[src/asirq_consts.svh]
/*
 Constants of the addressed SPI slave with interrupt and write lock:
 register offsets, field positions, reset values, keys and timing counts.
 Assumes inclusion by bare name from the package and the bench.
*/
// Operation
// - Overtemperature cuts load current; hysteresis re-enables
// - Control bit 2 selects data or interrupt pin
// - Interrupt mode open-drain, data mode push-pull
// - Sixteen-bit mask enables each interrupt source except reset-complete
// - Enabled latched flag holds request pin low
// - Writing ones clears latched flags, zeros keep
// - Power-up reset masks all except unmaskable reset-complete
// - Pin is data during reset; reset-complete set after
// - Live flags follow conditions; bit 14 busy
// - Sixteen-bit SPI slave, clock up to 10 MHz
// - Chip select high aborts, MISO released
// - Shift on falling edge, sample rising, MSB first
// - Strapped 3-bit chip address in header bits 2:0
// - Write header: address 14:4, bit 3 clear
// - Header bit 15 makes write broadcast
// - Read header bit 3 set; data next fall
// - Control bit 0 appends CRC after read data
// - CRC polynomial x16+x12+x5+1, seed all ones
// - Sixteen LFSR steps, final state sent out
// - Lock key sets lock, unlock key clears it
// - Locked still accepts lock, flags, address reload
`ifndef ASIRQ_CONSTS_SVH
`define ASIRQ_CONSTS_SVH

// ----------------------------------------
// Register offsets (11-bit header field)
// ----------------------------------------
`define ASIRQ_OFS_DEVICE_CONTROL 11'h001
`define ASIRQ_OFS_INTERRUPT_ENABLE_BITS 11'h002
`define ASIRQ_OFS_LATCHED_EVENT_FLAGS 11'h003
`define ASIRQ_OFS_LIVE_CONDITION_FLAGS 11'h004
`define ASIRQ_OFS_CONFIG_WRITE_GUARD 11'h005

// ----------------------------------------
// Header fields
// ----------------------------------------
`define ASIRQ_HDR_BCAST_BIT 15
`define ASIRQ_HDR_ADDR_MSB 14
`define ASIRQ_HDR_ADDR_LSB 4
`define ASIRQ_HDR_READ_BIT 3
`define ASIRQ_HDR_CHIP_MSB 2
`define ASIRQ_HDR_CHIP_LSB 0

// ----------------------------------------
// Control and flag fields
// ----------------------------------------
`define ASIRQ_CTRL_CRC_EN_BIT 0
`define ASIRQ_CTRL_PIN_MODE_BIT 2
`define ASIRQ_CTRL_ADDR_RELOAD_BIT 3
`define ASIRQ_CTRL_SOFT_RESET_BIT 4
`define ASIRQ_FLAG_RESET_BIT 14
`define ASIRQ_FLAG_THERMAL_BIT 12
`define ASIRQ_LOCK_STATE_BIT 0

// ----------------------------------------
// Reset values, keys, timing
// ----------------------------------------
`define ASIRQ_CTRL_RESET 16'h0000
`define ASIRQ_MASK_RESET 16'h0000
`define ASIRQ_LOCK_KEY 16'hade1
`define ASIRQ_UNLOCK_KEY 16'hade0
`define ASIRQ_CRC_SEED 16'hffff
`define ASIRQ_WORD_BITS 16
`define ASIRQ_CLK_PERIOD_NS 10
`define ASIRQ_RST_BUSY_NS 2000
`define ASIRQ_RST_BUSY_CYC (`ASIRQ_RST_BUSY_NS / `ASIRQ_CLK_PERIOD_NS)

`endif

[src/asirq_pkg.sv]
/*
 Types of the addressed SPI slave block.
 Assumes the constants header sits in the include path.
*/
`include "asirq_consts.svh"

package asirq_pkg;

	// SPI engine states, one-hot
	typedef enum logic [5:0] {
		ASIRQ_IDLE = 6'b000001,
		ASIRQ_HDR = 6'b000010,
		ASIRQ_WDATA = 6'b000100,
		ASIRQ_RDATA = 6'b001000,
		ASIRQ_CRC = 6'b010000,
		ASIRQ_DONE = 6'b100000
	} asirq_state_t;

	typedef logic [15:0] asirq_word_t;
	typedef logic [10:0] asirq_addr_t;

endpackage : asirq_pkg

[src/asirq_top.sv]
/*
 Addressed SPI slave with interrupt unit, thermal shutdown and write lock.
 Assumes SPI pins, strap and temperature levels are asynchronous to
 ref_clk; live conditions and channel-two data come from ref_clk logic.
 The serial clock must stay well below a quarter of ref_clk.
*/
`timescale 1ns/1ps
`default_nettype none

module asirq_top
	import asirq_pkg::*;
(
	input wire logic ref_clk,
	input wire logic srst,
	input wire logic sclk,
	input wire logic cs_n,
	input wire logic mosi,
	output logic miso_o,
	output logic miso_oe,
	input wire logic [2:0] addr_strap,
	input wire logic temp_above_limit,
	input wire logic temp_below_release,
	input wire asirq_pkg::asirq_word_t live_cond,
	input wire logic channel_two_filtered_output,
	output logic shared_pin_o,
	output logic shared_pin_oe,
	output logic load_current_en,
	output logic config_transfer
);
	import asirq_pkg::*;

	// ----------------------------------------
	// Input synchronisation
	// ----------------------------------------
	logic [7:0] sync_q;
	logic sclk_s, cs_n_s, mosi_s, hot_s, cool_s;
	logic [2:0] strap_s;

	// Pins cross into ref_clk through two flops each
	asirq_sync #(.W(8)) u_sync (
		.ref_clk(ref_clk),
		.srst(srst),
		.d({sclk, cs_n, mosi, temp_above_limit, temp_below_release,
			addr_strap}),
		.q(sync_q)
	);
	assign {sclk_s, cs_n_s, mosi_s, hot_s, cool_s, strap_s} = sync_q;

	// ----------------------------------------
	// Reset sequencing and thermal state
	// ----------------------------------------
	localparam int BUSY_W = $clog2(`ASIRQ_RST_BUSY_CYC + 1);
	localparam logic [BUSY_W-1:0] BUSY_LAST =
		BUSY_W'(`ASIRQ_RST_BUSY_CYC - 1);
	logic busy_r, busy_nxt;
	logic [BUSY_W-1:0] busy_cnt_r, busy_cnt_nxt;
	logic tsd_r, tsd_nxt;
	logic [2:0] chip_r, chip_nxt;
	logic soft_rst, addr_reload, reset_done;

	// Busy window after power-up or software reset; strap caught at end
	always_comb begin
		busy_nxt = busy_r;
		busy_cnt_nxt = busy_cnt_r;
		chip_nxt = chip_r;
		tsd_nxt = tsd_r;
		reset_done = 1'b0;
		if (soft_rst) begin
			busy_nxt = 1'b1;
			busy_cnt_nxt = '0;
		end else if (busy_r) begin
			if (busy_cnt_r == BUSY_LAST) begin
				busy_nxt = 1'b0;
				reset_done = 1'b1;
				chip_nxt = strap_s;
			end else begin
				busy_cnt_nxt = busy_cnt_r + 1'b1;
			end
		end else if (addr_reload) begin
			chip_nxt = strap_s;
		end
		// Cut on overtemperature, restore only past the hysteresis
		if (hot_s) begin
			tsd_nxt = 1'b1;
		end else if (cool_s) begin
			tsd_nxt = 1'b0;
		end
	end

	always_ff @(posedge ref_clk) begin
		if (srst) begin
			busy_r <= 1'b1;
			busy_cnt_r <= '0;
			tsd_r <= 1'b0;
			chip_r <= 3'h0;
		end else begin
			busy_r <= busy_nxt;
			busy_cnt_r <= busy_cnt_nxt;
			tsd_r <= tsd_nxt;
			chip_r <= chip_nxt;
		end
	end

	assign load_current_en = ~tsd_r;

	// ----------------------------------------
	// SPI engine and register file
	// ----------------------------------------
	asirq_state_t st_r, st_nxt;
	logic sclk_d_r;
	logic [4:0] cnt_r, cnt_nxt;
	asirq_word_t rx_r, rx_nxt;
	asirq_word_t tx_r, tx_nxt;
	asirq_word_t hdr_r, hdr_nxt;
	logic miso_r, miso_nxt;
	logic crc_en_r, crc_en_nxt;
	logic pin_mode_r, pin_mode_nxt;
	asirq_word_t mask_r, mask_nxt;
	asirq_word_t flags_r, flags_nxt;
	logic lock_r, lock_nxt;
	logic xfer_r, xfer_nxt;
	logic crc_load;
	asirq_word_t crc_val, live_val, rd_val, hdr_word, wdata, w1c, set_ev;
	asirq_addr_t rd_addr;
	logic rise, fall, addr_hit, wr_fire;

	// Serial clock edges from the synchronised copy only
	assign rise = sclk_s & ~sclk_d_r;
	assign fall = ~sclk_s & sclk_d_r;
	assign hdr_word = {rx_r[14:0], mosi_s};

	// Live view: conditions as they are, bit 14 busy
	always_comb begin
		live_val = live_cond;
		live_val[`ASIRQ_FLAG_THERMAL_BIT] = tsd_r;
		live_val[`ASIRQ_FLAG_RESET_BIT] = busy_r;
	end

	// Read multiplexer; unmapped offsets return zero
	assign rd_addr = hdr_word[`ASIRQ_HDR_ADDR_MSB:`ASIRQ_HDR_ADDR_LSB];
	always_comb begin
		rd_val = '0;
		unique case (rd_addr)
			`ASIRQ_OFS_DEVICE_CONTROL: begin
				rd_val[`ASIRQ_CTRL_CRC_EN_BIT] = crc_en_r;
				rd_val[`ASIRQ_CTRL_PIN_MODE_BIT] = pin_mode_r;
			end
			`ASIRQ_OFS_INTERRUPT_ENABLE_BITS: rd_val = mask_r;
			`ASIRQ_OFS_LATCHED_EVENT_FLAGS: rd_val = flags_r;
			`ASIRQ_OFS_LIVE_CONDITION_FLAGS: rd_val = live_val;
			`ASIRQ_OFS_CONFIG_WRITE_GUARD: begin
				rd_val[`ASIRQ_LOCK_STATE_BIT] = lock_r;
			end
			default: rd_val = '0;
		endcase
	end

	// CRC taken over the very word that is shifted out
	asirq_crc u_crc (
		.ref_clk(ref_clk),
		.srst(srst),
		.load(crc_load),
		.data(rd_val),
		.crc(crc_val)
	);

	// Header addresses this chip, or a write is broadcast
	assign addr_hit = (hdr_word[`ASIRQ_HDR_CHIP_MSB:`ASIRQ_HDR_CHIP_LSB]
		== chip_r);
	assign wdata = {rx_r[14:0], mosi_s};
	assign wr_fire = (st_r == ASIRQ_WDATA) && rise &&
		(cnt_r == 5'(`ASIRQ_WORD_BITS - 1));

	// Transfer sequencing, bit counting and register writes
	always_comb begin
		st_nxt = st_r;
		cnt_nxt = cnt_r;
		rx_nxt = rx_r;
		tx_nxt = tx_r;
		hdr_nxt = hdr_r;
		miso_nxt = miso_r;
		crc_en_nxt = crc_en_r;
		pin_mode_nxt = pin_mode_r;
		mask_nxt = mask_r;
		lock_nxt = lock_r;
		xfer_nxt = 1'b0;
		crc_load = 1'b0;
		soft_rst = 1'b0;
		addr_reload = 1'b0;
		w1c = '0;
		unique case (st_r)
			ASIRQ_IDLE: begin
				if (!cs_n_s && !busy_r) begin
					st_nxt = ASIRQ_HDR;
					cnt_nxt = '0;
				end
			end
			ASIRQ_HDR: begin
				if (rise) begin
					rx_nxt = hdr_word;
					cnt_nxt = cnt_r + 5'h01;
					if (cnt_r == 5'(`ASIRQ_WORD_BITS - 1)) begin
						hdr_nxt = hdr_word;
						cnt_nxt = '0;
						if (hdr_word[`ASIRQ_HDR_READ_BIT]) begin
							// One register per read, sent from next fall
							if (addr_hit) begin
								st_nxt = ASIRQ_RDATA;
								tx_nxt = rd_val;
								crc_load = 1'b1;
							end else begin
								st_nxt = ASIRQ_DONE;
							end
						end else if (hdr_word[`ASIRQ_HDR_BCAST_BIT] ||
							addr_hit) begin
							st_nxt = ASIRQ_WDATA;
						end else begin
							st_nxt = ASIRQ_DONE;
						end
					end
				end
			end
			ASIRQ_WDATA: begin
				if (rise) begin
					rx_nxt = wdata;
					cnt_nxt = cnt_r + 5'h01;
				end
				if (wr_fire) begin
					st_nxt = ASIRQ_DONE;
					unique case (hdr_r[`ASIRQ_HDR_ADDR_MSB:`ASIRQ_HDR_ADDR_LSB])
						`ASIRQ_OFS_DEVICE_CONTROL: begin
							// Reload pulse passes the lock, the rest does not
							addr_reload = wdata[`ASIRQ_CTRL_ADDR_RELOAD_BIT];
							if (!lock_r) begin
								crc_en_nxt = wdata[`ASIRQ_CTRL_CRC_EN_BIT];
								pin_mode_nxt = wdata[`ASIRQ_CTRL_PIN_MODE_BIT];
								soft_rst = wdata[`ASIRQ_CTRL_SOFT_RESET_BIT];
							end
						end
						`ASIRQ_OFS_INTERRUPT_ENABLE_BITS: begin
							if (!lock_r) begin
								mask_nxt = wdata;
							end
						end
						`ASIRQ_OFS_LATCHED_EVENT_FLAGS: begin
							w1c = wdata;
						end
						`ASIRQ_OFS_CONFIG_WRITE_GUARD: begin
							if (wdata == `ASIRQ_LOCK_KEY) begin
								lock_nxt = 1'b1;
								xfer_nxt = 1'b1;
							end else if (wdata == `ASIRQ_UNLOCK_KEY) begin
								lock_nxt = 1'b0;
							end
						end
						default: begin
						end
					endcase
				end
			end
			ASIRQ_RDATA, ASIRQ_CRC: begin
				// Change on fall, host samples on rise, MSB first
				if (fall) begin
					miso_nxt = tx_r[15];
					tx_nxt = {tx_r[14:0], 1'b0};
				end
				if (rise) begin
					cnt_nxt = cnt_r + 5'h01;
					if (cnt_r == 5'(`ASIRQ_WORD_BITS - 1)) begin
						cnt_nxt = '0;
						if (st_r == ASIRQ_RDATA && crc_en_r) begin
							st_nxt = ASIRQ_CRC;
							tx_nxt = crc_val;
						end else begin
							st_nxt = ASIRQ_DONE;
						end
					end
				end
			end
			ASIRQ_DONE: begin
			end
		endcase
		// Chip select high ends or aborts any transfer
		if (cs_n_s && st_r != ASIRQ_IDLE) begin
			st_nxt = ASIRQ_IDLE;
		end
	end

	// Latched flags: hardware set wins over a same-cycle clear
	always_comb begin
		set_ev = live_cond;
		set_ev[`ASIRQ_FLAG_THERMAL_BIT] = tsd_r;
		set_ev[`ASIRQ_FLAG_RESET_BIT] = reset_done;
		flags_nxt = (flags_r & ~w1c) | set_ev;
	end

	always_ff @(posedge ref_clk) begin
		if (srst) begin
			st_r <= ASIRQ_IDLE;
			sclk_d_r <= 1'b0;
			cnt_r <= '0;
			rx_r <= '0;
			tx_r <= '0;
			hdr_r <= '0;
			miso_r <= 1'b0;
			crc_en_r <= 1'b0;
			pin_mode_r <= 1'b0;
			mask_r <= `ASIRQ_MASK_RESET;
			flags_r <= '0;
			lock_r <= 1'b0;
			xfer_r <= 1'b0;
		end else begin
			st_r <= st_nxt;
			sclk_d_r <= sclk_s;
			cnt_r <= cnt_nxt;
			rx_r <= rx_nxt;
			tx_r <= tx_nxt;
			hdr_r <= hdr_nxt;
			miso_r <= miso_nxt;
			crc_en_r <= crc_en_nxt;
			pin_mode_r <= pin_mode_nxt;
			mask_r <= mask_nxt;
			flags_r <= flags_nxt;
			lock_r <= lock_nxt;
			xfer_r <= xfer_nxt;
		end
	end

	// MISO driven only while a word or its CRC goes out
	assign miso_o = miso_r;
	assign miso_oe = (st_r == ASIRQ_RDATA) || (st_r == ASIRQ_CRC);
	assign config_transfer = xfer_r;

	// ----------------------------------------
	// Shared pin: data push-pull or open-drain request
	// ----------------------------------------
	logic irq_active;
	logic [15:0] eff_mask;

	// Reset-complete always passes the mask
	always_comb begin
		eff_mask = mask_r;
		eff_mask[`ASIRQ_FLAG_RESET_BIT] = 1'b1;
	end
	assign irq_active = |(flags_r & eff_mask);

	// Busy forces data mode so a soft reset never leaves a stuck request
	always_comb begin
		if (pin_mode_r && !busy_r) begin
			shared_pin_o = 1'b0;
			shared_pin_oe = irq_active;
		end else begin
			shared_pin_o = channel_two_filtered_output;
			shared_pin_oe = 1'b1;
		end
	end

endmodule : asirq_top

`default_nettype wire

[src/asirq_sync.sv]
/*
 Two-flop synchroniser for a bundle of independent levels.
 Assumes each bit is a slow level or is sampled well above its own rate.
*/
`timescale 1ns/1ps
`default_nettype none

module asirq_sync #(
	parameter int W = 1
) (
	input wire logic ref_clk,
	input wire logic srst,
	input wire logic [W-1:0] d,
	output logic [W-1:0] q
);

	logic [W-1:0] meta_r;
	logic [W-1:0] q_r;

	// First stage feeds only the second
	always_ff @(posedge ref_clk) begin
		if (srst) begin
			meta_r <= '0;
			q_r <= '0;
		end else begin
			meta_r <= d;
			q_r <= meta_r;
		end
	end

	assign q = q_r;

endmodule : asirq_sync

`default_nettype wire

[src/asirq_crc.sv]
/*
 CRC-16 over one register word, captured into a register on load.
 Assumes load is a one-cycle strobe on ref_clk.
*/
`timescale 1ns/1ps
`default_nettype none

module asirq_crc
	import asirq_pkg::*;
(
	input wire logic ref_clk,
	input wire logic srst,
	input wire logic load,
	input wire asirq_pkg::asirq_word_t data,
	output asirq_pkg::asirq_word_t crc
);
	import asirq_pkg::*;

	asirq_word_t crc_r;
	asirq_word_t crc_nxt;

	// Sixteen LFSR steps, register MSB first (high byte, then low byte)
	function automatic asirq_word_t crc_word(input asirq_word_t d);
		asirq_word_t s;
		logic fb;
		s = `ASIRQ_CRC_SEED;
		for (int i = 0; i < `ASIRQ_WORD_BITS; i++) begin
			fb = d[15 - i] ^ s[15];
			s = {s[14:0], fb};
			s[5] = s[5] ^ fb;
			s[12] = s[12] ^ fb;
		end
		return s;
	endfunction : crc_word

	// Next value held until a new read header lands
	always_comb begin
		crc_nxt = crc_r;
		if (load) begin
			crc_nxt = crc_word(data);
		end
	end

	always_ff @(posedge ref_clk) begin
		if (srst) begin
			crc_r <= `ASIRQ_CRC_SEED;
		end else begin
			crc_r <= crc_nxt;
		end
	end

	assign crc = crc_r;

endmodule : asirq_crc

`default_nettype wire

[config.mk]
export PLATFORM = sky130hd
export DESIGN_NAME = asirq_top
export DESIGN_NICKNAME = d
export VERILOG_FILES = /design/src/asirq_pkg.sv /design/src/asirq_top.sv /design/src/asirq_sync.sv /design/src/asirq_crc.sv
export VERILOG_INCLUDE_DIRS = /design/src
export SDC_FILE = /design/constraint.sdc
export NUM_CORES = 1
export LEC_CHECK = 0
export BUFFER_PORTS_ARGS = -buffer_cell sky130_fd_sc_hd__buf_2
export CORE_MARGIN = 2
export CORE_UTILIZATION = 40
export CTS_BUF_LIST = sky130_fd_sc_hd__clkbuf_4
export CTS_CLUSTER_DIAMETER = 60
export DETAILED_ROUTE_END_ITERATION = 10
export PLACE_DENSITY = 0.59
export SYNTH_ARGS = -nofsm -noshare
export SYNTH_HDL_FRONTEND = slang
export SYNTH_SLANG_ARGS = --single-unit
[constraint.sdc]
create_clock -name ref_clk -period 2.5 [get_ports ref_clk]
set_input_delay 0.25 -clock ref_clk [delete_from_list [all_inputs] [get_ports ref_clk]]
set_output_delay 0.25 -clock ref_clk [all_outputs]
set_load 0.01 [all_outputs]
=== Yosys cells after proc, flatten, opt, wreduce, memory -nomap -nowiden ===
Cells that the tools add are included.

* Bitwise logic cells: 54
* $add $sub $neg: 2
* Equal/unequal tests: 31
* Muxes and demuxes: 59
* Reduce and logical (&&, ||, !) cells: 34

{| class="wikitable"
|+ Operator list
! cell !! count
|-
| $mux 16 || 11
|-
| $mux 6 || 10
|-
| $eq 11x2->1 const B || 4
|-
| $pmux 13 s3 || 1
|-
| $eq 11x3->1 const B || 3
|-
| $and 16x16->16 || 2
|-
| $eq 16x16->1 const B || 2
|-
| $pmux 16 s2 || 1
|-
| $xor 1x1->1 || 32
|-
| $mux 1 || 24
|-
| $pmux 6 s4 || 1
|-
| $eq 11x1->1 const B || 2
|-
| $mux 5 || 4
|-
| $ne 2x2->1 const B || 9
|-
| $not 1->1 || 16
|-
| $not 16->16 || 1
|-
| $or 16x16->16 || 1
|-
| $reduce_and 4->1 || 4
|-
| $reduce_or 16->1 || 1
|-
| $pmux 5 s3 || 1
|-
| $mux 3 || 3
|-
| $add 8x1->8 const B || 1
|-
| $eq 8x8->1 const B || 1
|-
| $reduce_bool 2->1 || 4
|-
| other kinds (26) || 41
|}

* Word-level logic and storage cells: 200
* Register bits after elaboration: 140
* Output and inout bits: 6
* Bits of input ports: 27

=== Logic depth before layout (Yosys ltp) ===
* Depth in word-level cells: 9
* Depth in mapped cells: 12
* Gate-level depth less buffers: 11

=== Hierarchy ===
Synthesis repeated with hierarchy kept, for this count alone.

* Cells, all modules: 814
* Area total of the unflattened synthesis: 7128.1 um^2

{| class="wikitable"
|+ By module, submodules not included
! module !! cells each !! instances !! seq. area each (um^2) !! area each (um^2)
|-
| asirq_top || 676 || 1 || 2082.0 || 5690.5
|-
| asirq_crc || 105 || 1 || 320.3 || 973.4
|-
| asirq_sync || 33 || 1 || 320.3 || 464.2
|}

=== Worst setup path after synthesis ===
No wires, ideal clock.

* Path kind: register -> register
* Start point: reg rx_r[4]
* End point: reg u_crc.crc_r[5] (netlist: u_crc.crc[5])
* Path buffers: 2
* Stages on the path, launching flop included: 10
* Clock period less this slack: 2.565 ns
* Path slack: -0.065 ns
* Library setup time: 0.132 ns
* Required time: 2.368 ns
* Data arrival time: 2.433 ns
* Cells stage by stage: dfxtp_1 clkbuf_1 nor4b_2 clkbuf_1 o211a_2 a211o_1 xor3_1 or3_1 a21oi_1 o21ai_1

* Word-level cells in the longest chain between the ends: 8
* Elaborated cells between the ends (all ways): 18
* Classes of those cells: eq/ne: 5; mux: 2; bitwise: 11

{| class="wikitable"
|+ RTL lines
! what !! line !! text
|-
| start: declaration || asirq_top.sv:112 || <nowiki>asirq_word_t rx_r, rx_nxt;</nowiki>
|-
| start signal: assignment || asirq_top.sv:316 || <nowiki>rx_r <= rx_nxt;</nowiki>
|-
| $eq 11x3->1 or $eq 11x2->1 (tied branches) || asirq_top.sv:143 || <nowiki>unique case (rd_addr)</nowiki>
|-
| $pmux 13 s3 || asirq_top.sv:143 ||
|-
| $xor 1x1->1 || asirq_crc.sv:28 || <nowiki>fb = d[15 - i] ^ s[15];</nowiki>
|-
| $xor 1x1->1 || asirq_crc.sv:31 || <nowiki>s[12] = s[12] ^ fb;</nowiki>
|-
| $xor 1x1->1 || asirq_crc.sv:28 ||
|-
| $xor 1x1->1 || asirq_crc.sv:31 ||
|-
| $xor 1x1->1 || asirq_crc.sv:28 ||
|-
| $xor 1x1->1 (*) || asirq_crc.sv:30 || <nowiki>s[5] = s[5] ^ fb;</nowiki>
|-
| end signal: assignment || asirq_crc.sv:46 || <nowiki>crc_r <= `ASIRQ_CRC_SEED;</nowiki>
|-
| end signal: assignment || asirq_crc.sv:48 || <nowiki>crc_r <= crc_nxt;</nowiki>
|-
| end: declaration || asirq_crc.sv:19 || <nowiki>asirq_word_t crc_r;</nowiki>
|}

Every way passes the cells marked *; elsewhere a longest branch is shown, timed or not.
A chain may end at the register's enable or synchronous reset.

=== Worst setup path in the final report ===
* Start point: reg rx_r[3]
* End point: reg u_crc.crc_r[5] (netlist: u_crc.crc[5])

Same word-level chain as after synthesis.

==> qor.yml <==
async_flop_share: 0
cp_max_fo: 7
timing.fmax_mhz: 398
cap_violations: 0
cp.required_ns: 2.92
criticalPathCategory: "register to register"
rsz0062_at_grt: "true"
cts_tree: "yes"
cts_buffer_depth: 2
max-vdd-ir-drop_mv: 0.355
ys_ff_latch: 136
die_width_um: 133
initial_core_util: 0.407
ys_seq_area_frac: 0.407
finalWorstPathRequiredPeriod_ns: 2.52
syn-num-nets: 842
utilization: 0.515
clk_latency_ns: 0.56
setup_ws_ns: -0.0151
fin_area_mm2: 0.00847
die-area_mm2: 0.0178
grt_pass1_vias: 5549
drv_slew: 0
portBuffers: 30
clkTransAtPathRegs_ns: 0.12
avgSynthCellArea_um2: 8.25
cts-root-buf: "clkbuf_4"
vias: 6080
crit_path_end_kind: "register"
synth_edf_count: 0
worstPathArrival_ns: 2.94
h-tree-depth: 4
pre_cts_slack_ns: -0.146
synth_cell_types: 66
power.density_mw_per_mm2: 474
vias_per_cell: 5.29
violations: "setup timing"
p_leak_uw: 0.00329
routabilityCongestion: 0.859
finalSetupViolCount: 1
gr-total-overflow: 0
firstDrtPassIters: 5
antenna_found_initial: 1
cts_made_buffers: 17
hold_viol: 0
drc: 0
synthCells: 811
wl_per_cell_um: 15.9
syn_area_mm2: 0.00669
track_usage: 0.209
io_pins: 33
start_kind: "register"
wl_um: 18200
placement.cell_area_mm2: 0.00754
finalClockSkew_ns: 0.0148
tightestPinTransition_ns: 0.671
drive_above_1_share: 0.225
area_growth_pct: 26.6
grt_max_degree: 58
final_nets: 947
hp-class: "input pin to register"
coreArea_mm2: 0.0165
fin_crit_sh: 1.01
grt_pass1_wl_um: 29100
rows: 47
slew_headroom: 0.549
drt_iter0_markers: 506
hpwl_um: 12600
detail-route-antenna-nets: 0
status: "finished with violations"
die_h_um: 133
ys_warn_count: 0
synth_ff_type: "dfxtp_1"
clkSinkCount: 136
setup_tns_ns: -0.0151
==> cell usage in the layout, fill, tap and decap left out, drive strengths merged, types with 4 or more instances in the layout <==
cell type,count
a211oi,33
a21oi,92
a22oi,7
and2,4
and3,5
buf,120
bufinv,4
clkbuf,21
dfxtp,136
dlygate4sd3,22
ha,4
inv,9
mux2i,52
nand2,92
nand3,23
nand3b,6
nand4,5
nor2,112
nor2b,26
nor3,21
nor3b,7
nor4,7
o211ai,6
o21a,6
o21ai,14
or3,6
xnor2,19
xor2,18
==> through the flow <==
stage / cells / power [uW] / hold WS (ns)
5_1_grt: 1149 / 4190 / 0.0780
2_1_floorplan: 811 / 2340 / 0.362
3_5_place_dp: 1083 / 2400 / 0.422
6_report: 1149 / 4020 / 0.108
4_1_cts: 1136 / 4070 / 0.0624
3_3_place_gp: 1083 / 2400 / 0.421
==> flip-flops by register name, summed over array words and instances, names as in the netlist, 3 cells and up <==
| register | cells |
|---|---|
| hdr_r | 11 |
| u_sync.q | 8 |
| st_r | 6 |
| cnt_r | 5 |
| u_crc.crc | 16 |
| chip_r | 3 |
| u_sync.meta_r | 8 |
| flags_r | 16 |
| busy_cnt_r | 8 |
| tx_r | 16 |
| rx_r | 15 |
| mask_r | 16 |
==> final timing paths <==
path                    startpoint  cells after the start            to  slack [ns]
setup reg to reg           rx_r[3]                      9  u_crc.crc[5]       -0.02
hold / removal                srst                      2       rx_r[3]        0.11
hold reg to reg   u_sync.meta_r[3]                      1   u_sync.q[3]        0.44
setup / recovery           rx_r[3]                      9  u_crc.crc[5]       -0.02
==> synthesized netlist by cell type (all sizes together) (7+ instances only) <==
cell / n / area share
dfxtp: 136 / 0.41
a21oi: 92 / 0.069
nor3: 21 / 0.016
nor4: 7 / 0.0065
inv: 8 / 0.0045
xor2: 18 / 0.024
xnor2: 19 / 0.026
mux2i: 52 / 0.078
clkbuf: 49 / 0.027
nor2: 112 / 0.065
buf: 8 / 0.0064
nand2: 92 / 0.052
o21ai: 14 / 0.010
nor3b: 7 / 0.0079
a22oi: 7 / 0.0079
a211oi: 33 / 0.037
nand3: 23 / 0.017
nor2b: 26 / 0.024
==> critical path, cell delays in order, from the launching register on <==
cell,delay [ns]
dfxtp_4,0.42
buf_12,0.15
and3b_1,0.18
a32o_2,0.30
a21oi_4,0.17
xnor2_2,0.14
xor3_1,0.48
or3_1,0.34
a21oi_2,0.13
o21ai_1,0.06
==> report_power, final <==
group / total [uW] / switching (uW) / internal, uW
combinational: 151 / 81.0 / 69.5
sequential: 2220 / 26.1 / 2200
clock: 1640 / 820 / 825
total: 4020 / 927 / 3090
==> metal layers <==
metal / vias up / GRT usage / wire length [um]
met1: 2871 / 0.293 / 8760
met4: 0 / 0.0644 / 226
met2: 125 / 0.327 / 8540
met5: - / 0 / 0
li1: 3066 / - / -
met3: 18 / 0.0384 / 704
==> what timing repair did <==
| action | in CTS | in global routing |
|---|---|---|
| hold buffers | 22 | 0 |
| hold endpoints to repair | 22 | 0 |
| pin swaps | 2 | 17 |
| setup buffers | 0 | 11 |
| endpoints found under the setup margin | 14 | 56 |
| gates cloned | 0 | 1 |
| gates resized for setup | 8 | 52 |
==> cells by family after synthesis <==
family | Yosys count | synth area share
DFF | 136 | 0.407
buffers and inverters | 65 | 0.0383
adders and majority gates | 4 | 0.00748
xor gates and xnor gates | 40 | 0.0600
and+or+nand+nor | 333 | 0.240
muxes | 53 | 0.0794
AOI/OAI and AO/OA | 180 | 0.168
==> layout make-up <==
class                   instances  area, um2
fillers                      1626       7990
multi-input cells             610       3970
flip-flops and latches        136       2740
repair buffers                143       1130
well taps                     220        275
clock inverters                11        174
clock buffers                  20        150
inverters                       8       30.0
diodes                          1       2.50
Note: power is estimated with default switching activity, not from simulation.
